<file path="src/indexed_exec_pkg.sv">
package indexed_exec_pkg;

	// ----------------------------------------
	// Encoding fields
	// ----------------------------------------
	localparam int OPC_W = 16;
	localparam int ADDR_W = 12;
	localparam logic [3:0] bit_set_top = 4'h8;
	localparam logic [3:0] fill_top = 4'h6;
	localparam logic [3:0] fill_second = 4'h8;
	localparam int top_hi = 15;
	localparam int top_lo = 12;
	localparam int sec_hi = 11;
	localparam int sec_lo = 8;
	localparam int bsel_hi = 11;
	localparam int bsel_lo = 9;
	localparam int sec_low_bit = 8;
	localparam int lit_hi = 7;
	localparam int lit_lo = 0;
	localparam logic [7:0] lit_max = 8'h5f;
	localparam logic [7:0] fill_value = 8'hff;
	localparam logic [ADDR_W-1:0] fp_reset = 12'h000;

	typedef enum logic [1:0] {
		op_none,
		op_bit_set,
		op_fill
	} indexed_op_t;

	typedef struct packed {
		logic valid;
		logic [ADDR_W-1:0] addr;
		logic [7:0] data;
		logic [7:0] mask;
	} mem_write_t;

endpackage
</file>
<file path="src/indexed_bit_set_and_fill.sv">
`timescale 1ns/1ps
`default_nettype none
// How it works
// - Bit set op sets bit bbb of byte at frame pointer plus offset.
// - Offsets 0..95 and bit selects 0..7 are accepted in indexed form.
// - Fill op writes all ones to byte at frame pointer plus offset.
// - With enable config bit clear, indexed ops and mode are off.
// - When enabled, operand addresses up to 5Fh are frame-pointer offsets.
module indexed_bit_set_and_fill #(
	parameter int ADDR_W = indexed_exec_pkg::ADDR_W
) (
	input wire logic i_clock,
	input wire logic i_rstn,
	input wire logic i_extended_set_enable_cfg,
	input wire logic i_instr_valid,
	input wire logic [indexed_exec_pkg::OPC_W-1:0] i_instr,
	input wire logic [ADDR_W-1:0] i_frame_pointer_reg,
	input wire logic [7:0] i_read_data,
	output logic o_claimed,
	output logic o_flags_write,
	output var indexed_exec_pkg::mem_write_t o_mem_write
);

	// ----------------------------------------
	// Field helpers
	// ----------------------------------------
	// One field map for decode and execute
	function automatic logic [3:0] top_nibble(
		input logic [indexed_exec_pkg::OPC_W-1:0] word
	);
		return word[indexed_exec_pkg::top_hi:indexed_exec_pkg::top_lo];
	endfunction

	function automatic logic [3:0] second_nibble(
		input logic [indexed_exec_pkg::OPC_W-1:0] word
	);
		return word[indexed_exec_pkg::sec_hi:indexed_exec_pkg::sec_lo];
	endfunction

	function automatic logic [7:0] offset_field(
		input logic [indexed_exec_pkg::OPC_W-1:0] word
	);
		return word[indexed_exec_pkg::lit_hi:indexed_exec_pkg::lit_lo];
	endfunction

	function automatic logic [2:0] bit_select_field(
		input logic [indexed_exec_pkg::OPC_W-1:0] word
	);
		return word[indexed_exec_pkg::bsel_hi:indexed_exec_pkg::bsel_lo];
	endfunction

	// Offsets past the limit stay with the legacy access-bank decode
	function automatic logic offset_in_range(
		input logic [7:0] offset
	);
		return offset <= indexed_exec_pkg::lit_max;
	endfunction

	function automatic logic is_bit_set_code(
		input logic [indexed_exec_pkg::OPC_W-1:0] word
	);
		return top_nibble(word) == indexed_exec_pkg::bit_set_top
			&& !word[indexed_exec_pkg::sec_low_bit];
	endfunction

	function automatic logic is_fill_code(
		input logic [indexed_exec_pkg::OPC_W-1:0] word
	);
		return top_nibble(word) == indexed_exec_pkg::fill_top
			&& second_nibble(word) == indexed_exec_pkg::fill_second;
	endfunction

	function automatic logic [7:0] bit_mask_of(
		input logic [2:0] sel
	);
		return 8'h01 << sel;
	endfunction

	function automatic logic [7:0] merged_byte(
		input logic [7:0] read_byte,
		input logic [2:0] sel
	);
		return read_byte | bit_mask_of(sel);
	endfunction

	// Wraps at the top of data space, as the pointer adder does
	function automatic logic [ADDR_W-1:0] frame_address(
		input logic [ADDR_W-1:0] pointer,
		input logic [7:0] offset
	);
		return pointer + ADDR_W'(offset);
	endfunction

	// ----------------------------------------
	// Decode
	// ----------------------------------------
	indexed_exec_pkg::indexed_op_t op;
	logic [7:0] literal;
	logic [2:0] bit_sel;
	logic lit_ok;
	logic mode_on;
	logic set_code;
	logic fill_code;

	assign literal = offset_field(i_instr);
	assign bit_sel = bit_select_field(i_instr);
	assign lit_ok = offset_in_range(literal);
	// Disabled: opcodes fall back to the legacy decoder untouched
	assign mode_on = i_instr_valid && i_extended_set_enable_cfg;
	assign set_code = is_bit_set_code(i_instr);
	assign fill_code = is_fill_code(i_instr);

	always_comb begin
		op = indexed_exec_pkg::op_none;
		if (mode_on && lit_ok) begin
			if (set_code) begin
				op = indexed_exec_pkg::op_bit_set;
			end else if (fill_code) begin
				op = indexed_exec_pkg::op_fill;
			end
		end
	end

	// ----------------------------------------
	// Claim
	// ----------------------------------------
	// Combinational so the core can steer its own decode this cycle
	assign o_claimed = op != indexed_exec_pkg::op_none;

	// ----------------------------------------
	// Status
	// ----------------------------------------
	// Neither op touches arithmetic status
	assign o_flags_write = 1'h0;

	// ----------------------------------------
	// Next address
	// ----------------------------------------
	logic next_valid;
	logic [ADDR_W-1:0] next_addr;

	// One word in, one write out, no stall path
	assign next_valid = o_claimed;
	assign next_addr = frame_address(i_frame_pointer_reg, literal);

	// ----------------------------------------
	// Next data
	// ----------------------------------------
	logic [7:0] next_data;

	always_comb begin
		next_data = '0;
		unique case (op)
			indexed_exec_pkg::op_bit_set: begin
				// Read-modify-write keeps the other seven bits
				next_data = merged_byte(i_read_data, bit_sel);
			end
			indexed_exec_pkg::op_fill: begin
				next_data = indexed_exec_pkg::fill_value;
			end
			indexed_exec_pkg::op_none: begin
				next_data = '0;
			end
		endcase
	end

	// ----------------------------------------
	// Write port registers
	// ----------------------------------------
	logic write_valid;
	logic [ADDR_W-1:0] write_addr;
	logic [7:0] write_data;
	logic [7:0] write_mask;

	// Valid is a one-cycle pulse per claimed word
	always_ff @(posedge i_clock) begin
		if (!i_rstn) begin
			write_valid <= 1'h0;
		end else begin
			write_valid <= next_valid;
		end
	end

	always_ff @(posedge i_clock) begin
		if (!i_rstn) begin
			write_addr <= '0;
		end else begin
			write_addr <= next_addr;
		end
	end

	always_ff @(posedge i_clock) begin
		if (!i_rstn) begin
			write_data <= '0;
		end else begin
			write_data <= next_data;
		end
	end

	// Whole byte lanes: bit set already merged the read byte
	always_ff @(posedge i_clock) begin
		if (!i_rstn) begin
			write_mask <= '0;
		end else begin
			write_mask <= '1;
		end
	end

	// ----------------------------------------
	// Write port
	// ----------------------------------------
	always_comb begin
		o_mem_write = '0;
		o_mem_write.valid = write_valid;
		o_mem_write.addr = write_addr;
		o_mem_write.data = write_data;
		o_mem_write.mask = write_mask;
	end

endmodule
`default_nettype wire

</file>
<file path="config.mk">
export PLATFORM = sky130hd
export DESIGN_NAME = indexed_bit_set_and_fill
export DESIGN_NICKNAME = d
export VERILOG_FILES = /design/src/indexed_exec_pkg.sv /design/src/indexed_bit_set_and_fill.sv
export SDC_FILE = /design/constraint.sdc
export NUM_CORES = 1
export LEC_CHECK = 0
export ABC_AREA = 1
export BUFFER_PORTS_ARGS = -buffer_cell sky130_fd_sc_hd__buf_2
export CAP_MARGIN = 10
export CORE_UTILIZATION = 37
export DETAILED_ROUTE_END_ITERATION = 8
export GPL_TIMING_DRIVEN = 0
export HOLD_SLACK_MARGIN = 0.08
export PLACE_DENSITY = 0.65
export SLEW_MARGIN = 25
export SYNTH_ARGS = -nofsm -noshare
export SYNTH_HDL_FRONTEND = slang
export SYNTH_SLANG_ARGS = --single-unit
</file>
<file path="constraint.sdc">
create_clock -name i_clock -period 2.4 [get_ports i_clock]
set_input_delay 0.12 -clock i_clock [delete_from_list [all_inputs] [get_ports i_clock]]
set_output_delay 0.12 -clock i_clock [all_outputs]
set_load 0.02 [all_outputs]
</file>
======== Yosys cells after proc, flatten, opt, wreduce, memory -nomap -nowiden ========
Cells that the tools add are included.
storage, ports and cells
  input port bits ......................... 40
  output and inout bits ................... 31
  logic and storage cells ................. 25
  bits in registers ....................... 29
operators by class
  $add $sub $neg .......................... 1
  equal/unequal tests ..................... 5
  reductions and logical operators ........ 7
  mux-type cells .......................... 5
  bitwise operators ....................... 1
  shift-type cells ........................ 1
  magnitude comparators ................... 1
operator list
  operator                                                               count
  8-bit one-hot mux with 3 select lines                                  1
  12-bit by 8-bit adder with 12-bit output                               1
  4-bit equality test, second input constant                             2
  8-bit by 7-bit <= comparator with 1-bit output, second input constant  1
  8-bit two-way mux                                                      1
  8-bit bitwise OR                                                       1
  1-bit by 3-bit << shifter with 8-bit output, first input constant      1
  2-bit two-way mux                                                      3
  4-bit by 3-bit equality test with 1-bit output, second input constant  1
  1-bit logical AND                                                      4
  2-bit by 1-bit equality test with 1-bit output, second input constant  1
  2-bit equality test, second input constant                             1
  2-bit zero test                                                        1
  2-bit nonzero test                                                     1
  1-bit zero test                                                        1

======== Depth between registers and ports, before layout ========
  depth in word-level cells ............... 7
  depth in mapped cells ................... 10
  mapped depth without buffers ............ 10

======== Least setup slack after synthesis ========
Ideal clock, no wire load.
  path type ............................... in2reg
  from .................................... in i_instr[0] in the netlist's numbering
  to ...................................... reg write_addr[6]
  data arrival time ....................... 1.207 ns
  required time ........................... 2.287 ns
  stages on the path ...................... 8
  setup slack ............................. 1.080 ns
  library setup time ...................... 0.113 ns
  path buffers ............................ 0
  cell sequence ........................... ha_1 > fa_1 > nand2_1 > nand3_1 > nand2_1 > o21ai_0 > nor2_1 > nor2_1
between the ends
  word-level cells in the longest chain between the ends .. 1
RTL lines
  what                                      RTL line                         text
  start: declaration                        indexed_bit_set_and_fill.sv:16   input wire logic [indexed_exec_pkg::OPC_W-1:0] i_instr,
  12-bit by 8-bit adder with 12-bit output  indexed_bit_set_and_fill.sv:91   return pointer + ADDR_W'(offset);
  end signal: assignment                    indexed_bit_set_and_fill.sv:188  write_addr <= next_addr;
  end: declaration                          indexed_bit_set_and_fill.sv:171  logic [ADDR_W-1:0] write_addr;
No other way between the ends.
A chain may end at the register's enable or synchronous reset.

==> results.py <==
metrics = {
    "global_routing": {
        "grtUsageTotal_pct": 15.95,
        "antenna_found_initial": 0,
        "grt_first_pass_wirelength_um": 5037,
        "grt_pass1_vias": 1264,
        "grt_max_degree": 14,
        "overflow": 0,
    },
    "synthesis": {
        "synthCells": 211,
        "syn_nets": 260,
        "yosysTopAreaCell": "dfxtp_1",
        "postSynthAreaPerCell_um2": 6.653,
        "synth_edf_count": 0,
        "synth_top_area_share_pct": 31.37,
        "ys_seq_area_share_pct": 31.37,
        "async_reset_ff_share_pct": 0,
        "yosys_warnings": 0,
        "synth_cell_types": 25,
        "synth_area_leaders": "dfxtp_1, nand2_1, inv_1",
        "netlist_area_um2": 1404,
        "ys_seq_elements": 22,
        "yosys_most_used_dff": "dfxtp_1",
    },
    "hold_path": {
        "min_from": "i_frame_pointer_reg[11]",
        "hp-class": "in2reg",
    },
    "routing": {
        "ant_nets": 0,
        "first_pass_iters": 4,
        "drc_errors": 0,
        "via_per_inst": 4.263,
        "wl_per_cell_um": 8.967,
        "wirelength_um": 2995,
        "route.vias.total": 1424,
        "drt_iter0_drc": 34,
    },
    "pwr": {
        "vdd_ir_drop_max_mv": 0.3188,
        "p_clk_share_pct": 34.6,
        "intPower_mw": 0.7148,
        "p_per_area_nw_per_um2": 525.8,
        "power.leakage_nw": 1.191,
        "comb_power_share_pct": 26.3,
        "switching_power_mw": 0.2845,
        "p_seq_share_pct": 39.1,
        "total_power_mw": 0.9992,
        "netSwitchingFraction_pct": 28.47,
    },
    "placed_design": {
        "gp_congestion": 0.8527,
        "dp.final_hpwl_um": 2491,
        "numPortBuffers": 69,
    },
    "worst_setup_path": {
        "crit_path_end_kind": "flip-flop",
        "arrival_ps": 1510,
        "worst_path_max_delay_cell": "dlygate4sd3_1",
        "critPathKind": "in2reg",
        "crit_chain": "dlygate4sd3_1 > buf_2 > clkbuf_1 > o21ai_0 > a21oi_1",
        "max_stage_delay_ps": 520,
        "crit_buf_inv": 3,
        "crit_family": "buffers and inverters",
        "cp-startpoint": "i_rstn",
        "path_max_fanout": 10,
        "required_ps": 2600,
        "start_kind": "input pin",
    },
    "clock_network": {
        "cts_tree": "done",
        "clockBufferDepth": 2,
        "cts_max_level": 1,
        "path_clk_slew_ps": 80,
        "post_cts_buffers": 0,
        "cts-root-buf": "clkbuf_8",
        "cts.sinks": 22,
        "cts_buffers": 3,
    },
    "die": {
        "io_pins": 71,
        "die_area_um2": 4044,
        "start_util_pct": 38.35,
        "die_y_um": 63.60,
        "die_x_um": 63.60,
        "core_um2": 3661,
        "rows": 22,
    },
    "timing": {
        "clock.fmax_mhz": 763.0,
        "rsz0062_at_grt": "false",
        "min_period_ps": 1311,
        "hold_violations": 0,
        "fin_setup_tns_ps": 0,
        "finalSetupViolations": 0,
        "fin_crit_sh_pct": 54.61,
        "finalMaxSlewViolations": 0,
    },
    "final_layout": {
        "area_growth_pct": 35.38,
        "final_nets": 336,
        "seqCellArea_um2": 440.4,
        "n_antenna_cell": 0,
        "drive_above_1_share_pct": 31.47,
        "final_cell_mix": "buf_2, nand2_1, inv_1",
        "multi_input_area_um2": 749.5,
        "final_common_cell": "buf_2",
        "fillers": 373,
    },
    "job": {
        "cap_violations": 0,
    },
    "outcome": {
        "outcome": "completed",
    },
}
## flip-flops by register name, summed over array words and instances (netlist names)
register	flops
write_addr	12
write_data	8
write_mask	1
write_valid	1
## cell type report
type                            count  share of cell area [%]
Sequential cell                    22                   23.17
Tap cell                           48                   3.160
Clock inverter                      1                   1.580
Inverter                           38                   7.505
Timing Repair Buffer               71                   19.22
Multi-Input combinational cell    141                   39.43
Clock buffer                        3                   2.172
Buffer                             10                   3.752
## repair_timing
action                    4_1_cts  5_1_grt
gates resized for setup         0        0
hold endpoints to repair        2        0
hold buffers                    2        0
## metrics by stage
| step | cell area (um^2) | utilization (%) | worst slack [ps] | hold WS [ps] | std cells |
|---|---|---|---|---|---|
| after CTS | 1901 | 51.91 | 1066 | 99.18 | 334 |
| after global routing | 1901 | 51.91 | 970.6 | 111.9 | 334 |
| after detailed placement | 1809 | 49.42 | 810.1 | 325.9 | 328 |
| after floorplan | 1404 | - | 1080 | 147.7 | 211 |
| final | 1901 | 51.91 | 1089 | 104.5 | 334 |
| after global placement | 1809 | 49.42 | 819.7 | 317.6 | 328 |
## tightest hold or removal path, cell delays in order
cell and delay [ps]:
buf_2 90, nand2_1 50, inv_1 40, nor2_1 30
## power by group through the flow
stage	Combinational, mW	Clock (mW)	Sequential, mW
3_3_place_gp	0.259	0	0.400
3_5_place_dp	0.261	0	0.400
6_report	0.263	0.345	0.391
2_1_floorplan	0.142	0	0.428
4_1_cts	0.265	0.357	0.392
5_1_grt	0.296	0.371	0.394
## layer usage
layer / global-route usage [%] / wire, um
met1: 18.53 / 1403
met2: 28.32 / 1402
met5: 0 / 0
met4: 4.545 / 37
met3: 4.167 / 152
## synth_stat cells (all sizes together), types with 4 or more instances
cell type  number
a21oi           8
buf             9
dfxtp          22
ha              8
inv            38
nand2          59
nand3          12
nand4           4
nor2           31
o21ai           4
o21bai          4
## cells by family (layout without fill, tap and decap cells)
kind of cell	after synthesis	count (layout)	synth area share (%)
AO/OA/AOI/OAI	21	21	9.002
other	1	1	0.2671
adder cells (fa/ha/maj)	9	9	8.556
AND/OR/NAND/NOR	110	110	35.56
buffers and inverters	48	123	15.24
flip-flops	22	22	31.37
## path summary, 6_finish.rpt
check | end | slack [ps] | cells past startpoint
worst max-delay path | write_addr[7]$_SDFF_PN0_ | 1090 | 5
worst min-delay path | write_addr[11]$_SDFF_PN0_ | 100 | 4
(Power assumes the default switching activity.)
